File: src/shared/gtr_pkg.sv
// Purpose: Shared constants and carriers for the timing report framer
// Assumes: 100 MHz system clock, byte-wide report stream
// Notes:   Register map, report layout and timing counts live here
package gtr_pkg;

  // Clock and timing
  localparam int unsigned ClkMhz      = 100;
  localparam int unsigned PrimLatMs   = 30;
  localparam int unsigned SuppLatMs   = 300;
  localparam int unsigned PrimLatCyc  = PrimLatMs * ClkMhz * 1000;
  localparam int unsigned SuppLatCyc  = SuppLatMs * ClkMhz * 1000;

  // Avalon register offsets (byte addresses)
  localparam logic [5:0] OffCtrl      = 6'h00;
  localparam logic [5:0] OffStatus    = 6'h04;
  localparam logic [5:0] OffSecWeek   = 6'h08;
  localparam logic [5:0] OffWeekLeap  = 6'h0c;
  localparam logic [5:0] OffDate      = 6'h10;
  localparam logic [5:0] OffTime      = 6'h14;
  localparam logic [5:0] OffCount     = 6'h18;

  // Control field positions and reset value
  localparam int unsigned BitPrimEn   = 6;
  localparam int unsigned BitSuppEn   = 7;
  localparam logic [31:0] CtrlReset   = 32'h0000_00c0;

  // Report layout
  localparam logic [7:0]  PrimSubcode = 8'hab;
  localparam logic [7:0]  SuppSubcode = 8'hac;
  localparam logic [4:0]  PrimLen     = 5'h11;
  localparam logic [4:0]  SuppLen     = 5'h0e;
  localparam logic [9:0]  WeekLimit   = 10'h3ff;
  localparam logic [15:0] WeekAdd     = 16'h0400;
  localparam int unsigned FlagUtc     = 0;
  localparam int unsigned FlagNoTime  = 2;
  localparam int unsigned FlagNoLeap  = 3;

  // Position source selector
  typedef enum logic [1:0] {
    POS_FIX    = 2'h0,
    POS_SURVEY = 2'h1,
    POS_STORED = 2'h2
  } gtr_pos_e;

  // Time carrier from the receiver core
  typedef struct packed {
    logic [31:0] secWeek;
    logic [9:0]  weekRaw;
    logic [15:0] leapOffset;
    logic        utcKnown;
    logic        timeSet;
    logic        useUtc;
    logic        leapInsert;
    logic [7:0]  day;
    logic [7:0]  month;
    logic [15:0] year;
  } gtr_time_s;

  // Position carrier (compact, three axes)
  typedef struct packed {
    logic [31:0] posA;
    logic [31:0] posB;
    logic [31:0] posC;
  } gtr_pos_s;

  // Outgoing byte stream
  typedef struct packed {
    logic       valid;
    logic       first;
    logic       last;
    logic [7:0] data;
  } gtr_byte_s;

endpackage

File: src/hdl/gtr_timing_framer.sv
// Purpose: Frames primary and supplemental timing reports into a byte stream
// Assumes: Receiver core supplies time, position and a second pulse
// Notes:   Registers on Avalon-MM; the host request arrives as a two-byte packet
//
// The register offsets and the Avalon-MM register port were decided locally.
`timescale 1ns/100ps
`default_nettype none
module gtr_timing_framer
  import gtr_pkg::*;
(
  // Clock and reset
  input  wire logic        clock,
  input  wire logic        arst_n,
  // Avalon-MM slave
  input  wire logic [5:0]  address,
  input  wire logic        read,
  input  wire logic        write,
  input  wire logic [31:0] writedata,
  output logic      [31:0] readdata,
  output logic             waitrequest,
  // Receiver core
  input  wire logic        secPulse,
  input  wire gtr_time_s   timeIn,
  input  wire logic        todLoad,
  input  wire logic [23:0] todLoadValue,
  input  wire logic        surveyActive,
  input  wire logic        timeOnlyMode,
  input  wire logic        surveyDone,
  input  wire gtr_pos_s    surveyPos,
  input  wire gtr_pos_s    storedPos,
  input  wire gtr_pos_s    fixPos,
  // Host request bytes
  input  wire logic        reqValid,
  input  wire logic [7:0]  reqByte,
  // Report byte stream
  output gtr_byte_s        txOut,
  input  wire logic        txReady
);

  typedef enum logic [1:0] {
    ST_IDLE = 2'b00,
    ST_PRIM = 2'b01,
    ST_SUPP = 2'b11
  } gtr_tx_e;

  typedef struct packed {
    logic [31:0] ctrl;
    logic        waitBus;
    logic [31:0] rdata;
    gtr_tx_e     st;
    logic [4:0]  idx;
    logic        pendPrim;
    logic        pendSupp;
    logic        reqHold;
    logic        reqArmed;
    logic        holdSupp;
    logic        holdBoth;
    logic [15:0] primCount;
    logic [15:0] suppCount;
    gtr_byte_s   tx;
  } gtr_state_s;

  gtr_state_s s_q;
  gtr_state_s s_d;

  logic [7:0]  todSec;
  logic [7:0]  todMin;
  logic [7:0]  todHour;
  logic [15:0] weekAdj;
  logic [15:0] leapOut;
  logic [7:0]  flags;
  gtr_pos_s    posSel;
  gtr_pos_e    posSrc;
  logic [7:0]  primByte;
  logic [7:0]  suppByte;
  logic        txAdvance;

  // Time of day counter
  gtr_clock_of_day u_tod (
    .clock      (clock),
    .arst_n     (arst_n),
    .tick       (secPulse),
    .load       (todLoad),
    .loadSec    (todLoadValue[7:0]),
    .loadMin    (todLoadValue[15:8]),
    .loadHour   (todLoadValue[23:16]),
    .leapInsert (timeIn.leapInsert & timeIn.useUtc & timeIn.utcKnown),
    .seconds    (todSec),
    .minutes    (todMin),
    .hours      (todHour),
    .dayWrap    ()
  );

  // Field encoding
  always_comb begin
    weekAdj = {6'h00, timeIn.weekRaw};
    if (timeIn.weekRaw < WeekLimit) begin
      weekAdj = {6'h00, timeIn.weekRaw} + WeekAdd;
    end
    leapOut = timeIn.utcKnown ? timeIn.leapOffset : 16'h0000;
    flags                = 8'h00;
    flags[FlagUtc]       = timeIn.useUtc & timeIn.utcKnown;
    flags[FlagNoTime]    = ~timeIn.timeSet;
    flags[FlagNoLeap]    = ~timeIn.utcKnown;
  end

  // Position source
  always_comb begin
    if (surveyActive) begin
      posSrc = POS_SURVEY;
      posSel = surveyPos;
    end else if (surveyDone || timeOnlyMode) begin
      posSrc = POS_STORED;
      posSel = storedPos;
    end else begin
      posSrc = POS_FIX;
      posSel = fixPos;
    end
  end

  // Primary report byte, most significant byte first
  always_comb begin
    unique case (s_q.idx)
      5'd0:    primByte = PrimSubcode;
      5'd1:    primByte = timeIn.secWeek[31:24];
      5'd2:    primByte = timeIn.secWeek[23:16];
      5'd3:    primByte = timeIn.secWeek[15:8];
      5'd4:    primByte = timeIn.secWeek[7:0];
      5'd5:    primByte = weekAdj[15:8];
      5'd6:    primByte = weekAdj[7:0];
      5'd7:    primByte = leapOut[15:8];
      5'd8:    primByte = leapOut[7:0];
      5'd9:    primByte = flags;
      5'd10:   primByte = todSec;
      5'd11:   primByte = todMin;
      5'd12:   primByte = todHour;
      5'd13:   primByte = timeIn.day;
      5'd14:   primByte = timeIn.month;
      5'd15:   primByte = timeIn.year[15:8];
      5'd16:   primByte = timeIn.year[7:0];
      default: primByte = 8'h00;
    endcase
  end

  // Supplemental report byte: subcode, source, three positions
  always_comb begin
    unique case (s_q.idx)
      5'd0:    suppByte = SuppSubcode;
      5'd1:    suppByte = {6'h00, posSrc};
      5'd2:    suppByte = posSel.posA[31:24];
      5'd3:    suppByte = posSel.posA[23:16];
      5'd4:    suppByte = posSel.posA[15:8];
      5'd5:    suppByte = posSel.posA[7:0];
      5'd6:    suppByte = posSel.posB[31:24];
      5'd7:    suppByte = posSel.posB[23:16];
      5'd8:    suppByte = posSel.posB[15:8];
      5'd9:    suppByte = posSel.posB[7:0];
      5'd10:   suppByte = posSel.posC[31:24];
      5'd11:   suppByte = posSel.posC[23:16];
      5'd12:   suppByte = posSel.posC[15:8];
      5'd13:   suppByte = posSel.posC[7:0];
      default: suppByte = 8'h00;
    endcase
  end

  assign txAdvance = !s_q.tx.valid || txReady;

  // Next state
  always_comb begin
    s_d = s_q;
    // Bus slave: one wait cycle, then answer
    s_d.waitBus = 1'b1;
    if ((read || write) && s_q.waitBus) begin
      s_d.waitBus = 1'b0;
      unique case (address)
        OffCtrl:     s_d.rdata = s_q.ctrl;
        OffStatus:   s_d.rdata = {24'h0, flags[3:0], s_q.pendSupp, s_q.pendPrim,
                                  s_q.st};
        OffSecWeek:  s_d.rdata = timeIn.secWeek;
        OffWeekLeap: s_d.rdata = {weekAdj, leapOut};
        OffDate:     s_d.rdata = {timeIn.year, timeIn.month, timeIn.day};
        OffTime:     s_d.rdata = {8'h00, todHour, todMin, todSec};
        OffCount:    s_d.rdata = {s_q.suppCount, s_q.primCount};
        default:     s_d.rdata = 32'h0000_0000;
      endcase
    end
    // Write lands at the edge where waitrequest is seen low
    if (write && !s_q.waitBus && address == OffCtrl) begin
      s_d.ctrl = writedata & CtrlReset;
    end
    // Byte stream: primary first so supplemental follows it
    if (txAdvance) begin
      s_d.tx.valid = 1'b0;
      s_d.tx.first = 1'b0;
      s_d.tx.last  = 1'b0;
      unique case (s_q.st)
        ST_IDLE: begin
          s_d.idx = 5'd0;
          if (s_q.pendPrim) begin
            s_d.st       = ST_PRIM;
            s_d.pendPrim = 1'b0;
          end else if (s_q.pendSupp) begin
            s_d.st       = ST_SUPP;
            s_d.pendSupp = 1'b0;
          end
        end
        ST_PRIM: begin
          s_d.tx.valid = 1'b1;
          s_d.tx.data  = primByte;
          s_d.tx.first = (s_q.idx == 5'd0);
          s_d.tx.last  = (s_q.idx == PrimLen - 5'd1);
          s_d.idx      = s_q.idx + 5'd1;
          if (s_q.idx == PrimLen - 5'd1) begin
            s_d.st        = ST_IDLE;
            s_d.primCount = s_q.primCount + 16'h0001;
          end
        end
        ST_SUPP: begin
          s_d.tx.valid = 1'b1;
          s_d.tx.data  = suppByte;
          s_d.tx.first = (s_q.idx == 5'd0);
          s_d.tx.last  = (s_q.idx == SuppLen - 5'd1);
          s_d.idx      = s_q.idx + 5'd1;
          if (s_q.idx == SuppLen - 5'd1) begin
            s_d.st        = ST_IDLE;
            s_d.suppCount = s_q.suppCount + 16'h0001;
          end
        end
        default: s_d.st = ST_IDLE;
      endcase
    end
    // Second pulse schedules the reports; sets follow the stream's clears
    if (secPulse) begin
      if (s_q.ctrl[BitPrimEn] || s_q.holdBoth) begin
        s_d.pendPrim = 1'b1;
      end
      if (s_q.ctrl[BitSuppEn] || s_q.holdSupp || s_q.holdBoth) begin
        s_d.pendSupp = 1'b1;
      end
      s_d.holdSupp = 1'b0;
      s_d.holdBoth = 1'b0;
    end
    // Host request parser, last so a new request wins over a clear
    if (reqValid) begin
      if (!s_q.reqArmed) begin
        s_d.reqArmed = (reqByte == SuppSubcode);
      end else begin
        s_d.reqArmed = 1'b0;
        unique case (reqByte)
          8'h00:   s_d.pendSupp = 1'b1;
          8'h01:   s_d.holdSupp = 1'b1;
          8'h02:   s_d.holdBoth = 1'b1;
          default: s_d.reqArmed = 1'b0;
        endcase
      end
    end
  end

  // State register
  always_ff @(posedge clock or negedge arst_n) begin
    if (!arst_n) begin
      s_q         <= '0;
      s_q.ctrl    <= CtrlReset;
      s_q.waitBus <= 1'b1;
    end else begin
      s_q <= s_d;
    end
  end

  assign readdata    = s_q.rdata;
  assign waitrequest = s_q.waitBus;
  assign txOut       = s_q.tx;

  a_prim_sched: assert property (@(posedge clock) disable iff (!arst_n)
    secPulse && s_q.ctrl[BitPrimEn] |=> s_q.pendPrim || s_q.st == ST_PRIM)
    else $error("primary report not scheduled on pulse");
  a_prim_start: assert property (@(posedge clock) disable iff (!arst_n)
    secPulse && s_q.ctrl[BitPrimEn] && s_q.st == ST_IDLE && !s_q.pendSupp && txReady
    |-> ##[1:40] (txOut.valid && txOut.first && txOut.data == PrimSubcode))
    else $error("primary report late");
  a_week_adjust: assert property (@(posedge clock) disable iff (!arst_n)
    weekAdj == {((timeIn.weekRaw < WeekLimit) ? 6'h01 : 6'h00), timeIn.weekRaw})
    else $error("week number not adjusted");
  a_leap_zero: assert property (@(posedge clock) disable iff (!arst_n)
    !timeIn.utcKnown |-> leapOut == 16'h0000 && flags[FlagNoLeap])
    else $error("leap offset shown before known");
  a_flag_time: assert property (@(posedge clock) disable iff (!arst_n)
    flags[FlagNoTime] == !timeIn.timeSet && (flags[FlagUtc] -> timeIn.utcKnown))
    else $error("timing flags wrong");
  a_req_now: assert property (@(posedge clock) disable iff (!arst_n)
    reqValid && s_q.reqArmed && reqByte == 8'h00 |=> s_q.pendSupp || s_q.st == ST_SUPP)
    else $error("immediate request not taken");
  a_req_hold: assert property (@(posedge clock) disable iff (!arst_n)
    reqValid && s_q.reqArmed && reqByte == 8'h01 && !secPulse |=> s_q.holdSupp)
    else $error("held request lost");
  a_supp_after: assert property (@(posedge clock) disable iff (!arst_n)
    s_q.st == ST_IDLE && s_q.pendPrim && s_q.pendSupp && txAdvance |=> s_q.st == ST_PRIM)
    else $error("supplemental broke order");
  a_pos_survey: assert property (@(posedge clock) disable iff (!arst_n)
    surveyActive |-> posSel == surveyPos)
    else $error("wrong position source");

  // Bus handshake, stream hold, report layout, requests, position source and flags
  a_bus_wait: assert property (@(posedge clock) disable iff (!arst_n)
    (read || write) && waitrequest |=> !waitrequest)
    else $error("bus access not answered");
  a_tx_hold: assert property (@(posedge clock) disable iff (!arst_n)
    txOut.valid && !txReady |=> $stable(txOut))
    else $error("report byte changed while stalled");
  a_prim_layout: assert property (@(posedge clock) disable iff (!arst_n)
    s_q.st == ST_PRIM && s_q.idx == 5'd0 && txAdvance
    |=> txOut.valid && txOut.first && txOut.data == PrimSubcode)
    else $error("primary report does not open with its subcode");
  a_supp_last: assert property (@(posedge clock) disable iff (!arst_n)
    s_q.st == ST_SUPP && s_q.idx == SuppLen - 5'd1 && txAdvance
    |=> txOut.valid && txOut.last)
    else $error("supplemental report length wrong");
  a_req_both: assert property (@(posedge clock) disable iff (!arst_n)
    reqValid && s_q.reqArmed && reqByte == 8'h02 |=> s_q.holdBoth)
    else $error("request for both reports lost");
  a_pos_stored: assert property (@(posedge clock) disable iff (!arst_n)
    !surveyActive && (surveyDone || timeOnlyMode) |-> posSel == storedPos)
    else $error("stored position not chosen");
  a_flag_utc: assert property (@(posedge clock) disable iff (!arst_n)
    timeIn.useUtc && timeIn.utcKnown |-> flags[FlagUtc])
    else $error("UTC scale flag not set");

endmodule
`default_nettype wire

File: src/hdl/gtr_clock_of_day.sv
// Purpose: Hours, minutes and seconds counter advanced on each second pulse
// Assumes: tick is a one-cycle pulse; load sets the time directly
// Notes:   Leap insertion stretches 23:59:59 into 23:59:60
`timescale 1ns/100ps
`default_nettype none
module gtr_clock_of_day
  import gtr_pkg::*;
(
  // Clock and reset
  input  wire logic       clock,
  input  wire logic       arst_n,
  // Control
  input  wire logic       tick,
  input  wire logic       load,
  input  wire logic [7:0] loadSec,
  input  wire logic [7:0] loadMin,
  input  wire logic [7:0] loadHour,
  input  wire logic       leapInsert,
  // Time of day
  output logic      [7:0] seconds,
  output logic      [7:0] minutes,
  output logic      [7:0] hours,
  output logic            dayWrap
);

  typedef struct packed {
    logic [7:0] sec;
    logic [7:0] min;
    logic [7:0] hour;
    logic       wrap;
  } gtr_tod_s;

  gtr_tod_s state_q;
  gtr_tod_s state_d;

  // Next time of day
  always_comb begin
    state_d      = state_q;
    state_d.wrap = 1'b0;
    if (load) begin
      state_d.sec  = loadSec;
      state_d.min  = loadMin;
      state_d.hour = loadHour;
    end else if (tick) begin
      if (state_q.sec == 8'h3c) begin
        state_d.sec  = 8'h00;
        state_d.min  = 8'h00;
        state_d.hour = 8'h00;
        state_d.wrap = 1'b1;
      end else if (state_q.sec == 8'h3b && state_q.min == 8'h3b
                   && state_q.hour == 8'h17 && leapInsert) begin
        state_d.sec = 8'h3c;
      end else if (state_q.sec != 8'h3b) begin
        state_d.sec = state_q.sec + 8'h01;
      end else begin
        state_d.sec = 8'h00;
        if (state_q.min != 8'h3b) begin
          state_d.min = state_q.min + 8'h01;
        end else begin
          state_d.min = 8'h00;
          if (state_q.hour != 8'h17) begin
            state_d.hour = state_q.hour + 8'h01;
          end else begin
            state_d.hour = 8'h00;
            state_d.wrap = 1'b1;
          end
        end
      end
    end
  end

  // State register
  always_ff @(posedge clock or negedge arst_n) begin
    if (!arst_n) begin
      state_q <= '0;
    end else begin
      state_q <= state_d;
    end
  end

  assign seconds = state_q.sec;
  assign minutes = state_q.min;
  assign hours   = state_q.hour;
  assign dayWrap = state_q.wrap;

  a_tod_range: assert property (@(posedge clock) disable iff (!arst_n)
    state_q.sec <= 8'h3c && state_q.min <= 8'h3b && state_q.hour <= 8'h17)
    else $error("time of day out of range");

endmodule
`default_nettype wire

File: config.mk
export PLATFORM = sky130hd
export DESIGN_NAME = gtr_timing_framer
export DESIGN_NICKNAME = d
export VERILOG_FILES = /design/src/shared/gtr_pkg.sv /design/src/hdl/gtr_timing_framer.sv /design/src/hdl/gtr_clock_of_day.sv
export SDC_FILE = /design/constraint.sdc
export NUM_CORES = 1
export LEC_CHECK = 0
export ABC_AREA = 1
export BUFFER_PORTS_ARGS = -buffer_cell sky130_fd_sc_hd__buf_2
export CAP_MARGIN = 5
export CORE_AREA = 5 5 195 197
export DETAILED_ROUTE_END_ITERATION = 10
export DIE_AREA = 0 0 200 202
export MAX_ROUTING_LAYER = met4
export PLACE_DENSITY_LB_ADDON = 0.05
export SETUP_SLACK_MARGIN = 0.05
export SLEW_MARGIN = 15
export SYNTH_ARGS = -nofsm -noshare
export SYNTH_HDL_FRONTEND = slang
export SYNTH_SLANG_ARGS = --single-unit
File: constraint.sdc
create_clock -name clock -period 2.05 [get_ports clock]
set_clock_uncertainty 0.05 [all_clocks]
set_input_delay 0.205 -clock clock [delete_from_list [all_inputs] [get_ports clock]]
set_output_delay 0.205 -clock clock [all_outputs]
set_load 0.02 [all_outputs]
==> summary.md, run 1 <==
The flow ran to the end, but the final reports show violations. The final reports fail on negative setup slack. By startpoint and endpoint, the worst setup path is classified as reg2reg. After Yosys synthesis, XOR and XNOR cells account for 2.94% of the synthesized area. The cell area after technology mapping is 0.0110 mm^2. The switching part of the total power was 41.4%; the number of design rule violations left after detail routing was 0. In the synthesized netlist the async set-or-reset flop fraction comes to 100%.

Traced cell by cell, the critical path runs through ha_4, inv_2, nor2_1, ha_2, buf_4, nand2_1, nand2_1, a21oi_1, nand2_1, nor2_1, nor2_2, nor2_1, a21oi_2. The post-synthesis adder-cell area fraction came out at 1.25%. In the synthesized netlist, the number of instances is 1942. The tools report the count of max-cap constraint violations as 0. TritonCTS built the clock tree. In this run the tightest slew margin relative to its limit is 63.1%. Combinational cells account for 44.8% of the total power. The minimum period implied by the final worst setup slack works out to 2.06 ns. In the layout the commonest cells are nand2_1 (765), buf_2 (475), nor2_1 (271). The initialized floorplan defines 70 standard-cell rows. The area overhead of the layout relative to synthesis is 48.2%. For the placed cell count, the log shows 2928. At the end of routability-driven placement, the weighted congestion stood at 0.980.

The logs give 0.43 ns for the clock latency reported for the late side of the worst-skew pair and 0 for the number of warnings issued by yosys. The power dissipated by switching net loads was 4.72 mW; the count of TritonRoute iterations in the first routing pass was 6. After the last flow step, the layout net total stands at 2987. The clock-pin slew reported for the worst setup and hold paths after clock tree synthesis was 0.06 ns. Summing internal, switching and leakage power gives 11.4 mW. The most area-hungry cell type in the Yosys netlist is nand2_1. The post-route standard cell area excluding fillers was 0.0163 mm^2.

The number of vias per cell after detailed routing is 4.99, and the average size of a mapped cell is 5.68 um^2. The run gives -0.0100 ns as the setup slack after layout. Once detail routing completed, the nets flagged for antenna violations numbered 0.

Of the post-synthesis cell area, the part taken by muxes is 0.102%. Counting flops with a built-in enable in the synthesized netlist gives 0. The worst setup path is launched from a flip-flop.

The tools report the via count of the first global-routing pass as 15100. In the global route stage, overall resource usage came out at 32.3%. Setup repair after global routing could not meet its margin everywhere.

The tools report the die footprint as 0.0404 mm^2. Of all nets on the critical path, the largest fanout is 6. The placed instances occupy a cell area of 0.0148 mm^2. The root buffer cell chosen for the clock tree is clkbuf_16. The first-pass GRT wire length is 95300 um. Leaving out filler cells and counting taps, the final layout contains 3005. Based on the critical path, the design can be clocked at up to 0.485 GHz. The buffering stage count on the worst path with inverters included was 2. The static leakage came out at 9.10 nW. Placeable core area: 0.0361 mm^2.

The internal power summed over all cells is 6.69 mW. On the critical path, the stage with the largest delay is an instance of dfrtp_2. The required time at the endpoint of the critical path was 2.31 ns; the part of the total power dissipated in the clock network was 30.0%. On the critical path the largest part of the delay comes from simple AND/OR/NAND/NOR gates. The tools report the starting utilization of the core area as 30.5%. Of the synthesized area, sequential elements account for 25.9%.

The register bit total from synthesis was 114. Sorting the synthesized cells by area gives the leading types as nand2_1 (27%), dfrtp_1 (25%), nor2_1 (11%). The run gives 57 as the maximum number of pins on one net before global-route repair. Summing the areas of all compound-gate instances in the mapped netlist gives 9.23% of the synthesized area. The worst hold path class is in2reg.

The area fraction in and, or, nand and nor cells after synthesis came out at 49.4%. The number of fill cells is 4003, and the number of cells on the worst hold path is 3. The final route contains 15000 vias. Across the VDD grid, the largest voltage drop is 0.000447 V. The fraction of final layout cells sized beyond drive strength 1 is 32.8%.

The distinct cell type count of the synthesized netlist came out at 46. The area share of the largest cell type after synthesis is 27.4%. The logs give 0 for the number of hold violations in the final report and 0 for the final global-route overflow total. Maximum level of the CTS H-tree: 4. The logs give -0.214 ns for the setup slack at placement and 1064 for the violation count after the first detailed-routing iteration. The number of buffers on the longest clock path is 2, and the power density over the cells is 699 mW/mm^2. The average detailed-routed wire length per instance came out at 21.9 um. For the max-slew violation count, the log shows 0. Most frequently used flop master after synthesis: dfrtp_1. The quantity of I/O buffers inserted on ports is 476. The number of failing setup endpoints in the final timing report was 1; the delay of the slowest cell on the worst path was 0.47 ns.

The tools report the startpoint of the most critical hold path as todLoadValue[17]. The logs give 114 for the clock net sink count and 2416 for the number of nets produced by synthesis. The die is 202 um tall. Slew at the pin closest to its max-slew limit: 0.553 ns. Per report_power, the sequential group accounts for 25.2% of the total. The part of the cycle the worst path needs was 100%. In this run the count of I/O pins placed on the die edge is 507. The data arrival time of the critical path was 2.32 ns; the detailed-placement wirelength estimate was 55300 um.

In this run the number of cells on the critical path is 13. In this run the worst setup path begins at s_q[50]. The width of the chip is 200 um, and the length in cells of the worst reg-to-reg path is 13. The tools report the clock buffer count from CTS as 17. Startpoint of the worst-slack reg-to-reg timing path: s_q[50]. The overall routed net length was 65900 um.

The worst setup path is captured at a flip-flop. By area, the combinational part of the netlist is dominated by simple AND/OR/NAND/NOR gates. The tools report the worst hold margin as 0.00766 ns.

The number of antenna violations at the first check in global routing is 11. The library cell used most frequently in the layout, excluding fill and tap cells, is nand2_1.
-- per-stage QoR --
step	setup TNS, ns	utilization [%]
floorplan	0	-
global placement	-1.30	40.9
detailed placement	-1.43	40.9
CTS	0	44.1
global route	-0.704	45.3
finish	-0.0100	45.3
-- sequential cells by signal, summed over array words and instances, names as in the netlist --
| register | count |
|---|---|
| s_q | 46 |
| readdata | 32 |
| txOut | 11 |
| u_tod.hours | 8 |
| u_tod.minutes | 8 |
| u_tod.seconds | 8 |
| waitrequest | 1 |
-- worst register-to-register path, delay by kind of cell, from the launching register on --
family                   cells  cell delay (ns)
buffers and inverters        2             0.20
flip-flops                   1             0.47
AND/OR/NAND/NOR              7             0.66
adder cells (fa/ha/maj)      2             0.37
AO/OA/AOI/OAI                2             0.20
-- cells in the mapped netlist, drive strengths merged, types with 16 or more instances --
master  count
a21oi      28
buf        84
clkbuf     33
dfrtp     111
inv       151
nand2     810
nand3     156
nand4      16
nor2      325
nor3       21
o21ai      77
o221ai     17
xor2       34
-- power by group through the flow --
| stage | Clock [mW] | Sequential [mW] | Combinational [mW] |
|---|---|---|---|
| after floorplan | 0 | 2.71 | 2.35 |
| after global placement | 0 | 2.86 | 4.47 |
| after global routing | 3.57 | 2.89 | 5.57 |
| after CTS | 3.48 | 2.84 | 4.75 |
| final | 3.42 | 2.87 | 5.12 |
| after detailed placement | 0 | 2.87 | 4.47 |
-- cells by family (layout without fill, tap and decap cells) --
group,Yosys count,count (layout)
and+or+nand+nor,1341,1341
buffers and inverters,270,854
AOI/OAI and AO/OA,168,168
DFF,114,114
xor gates and xnor gates,37,37
adders and majority gates,11,11
muxes,1,1
other,0,11
-- area by class of cell --
cell class | count | area (um^2) | share of cell area [%]
clock buffers | 18 | 429 | 2.63
multi-input cells | 1558 | 7440 | 45.6
clock inverters | 14 | 228 | 1.39
well taps | 468 | 586 | 3.59
repair buffers | 669 | 4170 | 25.5
inverters | 153 | 587 | 3.59
flip-flops and latches | 114 | 2860 | 17.5
diodes | 11 | 27.5 | 0.169
-- final timing paths --
path / to / slack (ns)
max reg2reg: txOut[7] / -0.01
max: txOut[7] / -0.01
min in group asynchronous: readdata[23] / 0.13
min: u_tod.hours[1] / 0.008
min reg2reg: s_q[42] / 0.42
max in group asynchronous: u_tod.seconds[1] / 1.17
-- what timing repair did --
| action | 4_1_cts | 5_1_grt |
|---|---|---|
| buffers inserted | 4 | 7 |
| hold buffers | 24 | 0 |
| pin swaps | 15 | 53 |
| cloned | 0 | 0 |
| setup endpoints to repair | 11 | 40 |
| resized for setup | 64 | 109 |
| hold endpoints to repair | 133 | 0 |
-- routing by layer --
layer	up-vias	share of wire, %	global-route usage, %
met2	607	49	55.0
li1	7257	-	-
met5	-	0	-
met3	64	6.8	4.43
met4	0	2.2	8.05
met1	7070	42	40.3
Power figures use the tool's default switching activity.
==> run 2: changes to the inputs <==
--- a/config.mk
+++ b/config.mk
@@ -9,6 +9,7 @@
 export BUFFER_PORTS_ARGS = -buffer_cell sky130_fd_sc_hd__buf_2
 export CAP_MARGIN = 5
 export CORE_AREA = 5 5 195 197
+export CTS_BUF_LIST = sky130_fd_sc_hd__clkbuf_8 sky130_fd_sc_hd__clkbuf_16
 export DETAILED_ROUTE_END_ITERATION = 10
 export DIE_AREA = 0 0 200 202
 export MAX_ROUTING_LAYER = met4
==> run 2 against run 1 <==
Effect of this change:
- the flow still finishes with violations (negative setup slack)
- critical path depth increased by 1
- setup slack worse by 0.012 ns
- count of clock-buffer cells in the layout fell by 1
- global-route usage unchanged
- wire length is essentially flat
- sequential power barely moved
- utilization hardly changed
- non-clock buffer count is the same
- die area is the same
- critical path type unchanged
- largest power group unchanged
==> summary.md, run 2 (synthesis results as in run 1) <==
For the number of hold violations in the final report, the log shows 0. The run gives 32.3% as the global-route total usage across every layer. At the end of the flow the core is filled with cells to 45.2%. Across the VDD grid, the largest voltage drop is 0.000449 V. At the worst endpoint, the required time is 2.32 ns.

The setup slack at placement came out at -0.214 ns. The max-slew violation count came out at 0. The final reports fail on negative setup slack. The number of buffers on the longest clock path is 2.

The die span in y works out to 202 um. The worst setup path is launched from a flip-flop. Once the floorplan was initialized, standard cells occupied 30.5% of the core. The minimum period implied by the final worst setup slack was 2.07 ns.

Dividing the detail-routed wire length by the instance count gives 21.9 um. The min-delay analysis places its worst path in the category in2reg. Dividing the detail-routed via count by the number of cells gives 4.98. The number of clock buffers added by TritonCTS is 17. After the last flow step, the layout net total stands at 2987. The HPWL after detailed placement is 55300 um.

In this run the standard cell core region covers 0.0361 mm^2. TritonCTS built the clock tree. Most frequent cell on the critical path: nor2_1. Setup repair after global routing could not meet its margin everywhere.

The worst-path maximum fanout works out to 6. The data arrival time of the critical path is 2.34 ns. The worst register-to-register path has a setup slack of -0.02 ns.

The library cells used most frequently in the layout, excluding fill and tap cells, are nand2_1 (766), buf_2 (475), nor2_1 (274). The logs give 15100 for the via count of the first global-routing pass and 4 for the maximum level of the CTS H-tree. The register with the most flip-flops in the final layout is s_q. The number of flip-flops in the largest register works out to 46.

The most common cell after layout, fill and taps aside was nand2_1. The number of standard cells in the final layout excluding fillers is 3005, and the global routing usage on met3 is 4.43%. Critical path start-end classification: reg2reg. The slowest stage of the critical path belongs to the cell dfrtp_2. In this run the horizontal extent of the chip is 200 um.

Entering global routing, the biggest net connects 57 pins. The slew at the pin closest to its max-slew limit came out at 0.567 ns. For this design the ratio of total power to cell area is 698 mW/mm^2. Walking the worst path, the cells encountered are inv_4, ha_4, nand2_2, nor2_1, buf_4, nand2_1, nand2_2, nor2_2, nand3_1, o21bai_1, buf_4, nand2_1, nor2_1, nor2_1. The count of TritonRoute iterations in the first routing pass was 5.

The first global-routing pass estimated 95300 um of wire. Summed over all layers, the routed wires come to 65900 um. The total via count after detailed routing was 15000; the quantity of I/O buffers inserted on ports was 476.

The count of max-cap constraint violations is 0, and the static leakage is 9.10 nW. The largest single stage delay on the critical path is 0.46 ns. CTS saw 114 sinks. Row generation in the floorplan step produced 70 rows. The run finished, with violations left.

The worst pin sits at a relative slew slack of 62.2%. In the global route stage, met2 resource usage came out at 55.0%. The run gives -0.0223 ns as the setup slack after layout. For this run the aggregate overflow at the end of global routing stands at 0.

The count of nets left with antenna violations after detail routing was 0. In the finished design, the share of the clock period the worst path needs comes to 101%. Pin placement for this block handled 507 I/O pins. The number of antenna violations at the first check in global routing was 11. The most crowded layer after global routing is met2. Relative to the synthesized area, the layout overhead comes to 48.1%. On the final layout, the worst hold slack is 0.00643 ns.

The floorplan step defined a die boundary enclosing 0.0404 mm^2. The worst setup path is captured at a flip-flop. The fraction of final layout cells sized beyond drive strength 1 is 32.6%, and the placed cell count is 2928.

Setup violations remaining at the end of the flow were counted as 3. For this run, the top clock speed supported by timing is 0.483 GHz. The root cell of the clock tree was clkbuf_16. For the number of design rule violations left after detail routing, the log shows 0. The met1 routing resource usage after global routing was 40.3%. The routability congestion estimate is 0.980, and the clock latency reported for the late side of the worst-skew pair is 0.44 ns.

The clock-pin slew reported for the worst setup and hold paths after clock tree synthesis works out to 0.06 ns. The detailed router finished its first iteration with 1143 violations.
-- run 2: cell types whose count changed in the layout (fill, tap and decap cells not counted), sizes merged --
cell	delta
clkbuf	-1
inv	+1
-- run 2: where the power goes --
part           leakage [nW]  total [mW]  switching [mW]  internal (mW)
clock network         0.320        3.42            1.24           2.17
registers              1.42        2.87           0.351           2.52
logic                  7.36        5.12            3.13           1.99
-- run 2: routing by layer --
metal  share of wire, %  up-vias
li1                   -     7256
met1                 42     7066
met2                 50      575
met3                6.4       60
met4                2.1        0
met5                  0        -
-- run 2: cell type report --
type	count	area, um^2
fill	4003	19800
multi-input combinational	1558	7430
timing repair buffer	669	4170
sequential	114	2860
inverter	153	587
tap	468	586
clock buffer	17	425
clock inverter	15	231
antenna	11	27.5
-- run 2: per-stage QoR --
step / setup TNS [ns] / instance area, um^2 / power [mW]
detailed placement: -1.43 / 14800 / 7.34
floorplan: 0 / 11000 / 5.05
global placement: -1.30 / 14800 / 7.33
finish: -0.0530 / 16300 / 11.4
global route: -0.743 / 16300 / 12.0
CTS: 0 / 15900 / 11.1
-- run 2: worst paths after layout --
path	start	endpoint	cells after the start
max reg2reg	s_q[50]	txOut[2]	14
min	todLoadValue[17]	u_tod.hours[1]	3
min reg2reg	s_q[42]	s_q[42]	1
min in group asynchronous	arst_n	readdata[23]	2
max in group asynchronous	arst_n	u_tod.seconds[1]	3
max	s_q[50]	txOut[2]	14
-- run 2: repair_timing --
item	4_1_cts	5_1_grt
endpoints found under the setup margin	11	40
hold buffers	24	0
hold endpoints to repair	133	0
setup buffers	4	7
pin swaps	15	53
resized for setup	64	105
-- run 2: critical path, delay by kind of cell, from the launching register on --
kind                       cells  cell delay, ns
and+or+nand+nor                9            0.73
DFF                            1            0.46
buffers and inverters          3            0.37
AOI/OAI and AO/OA              1            0.19
adders and majority gates      1            0.17
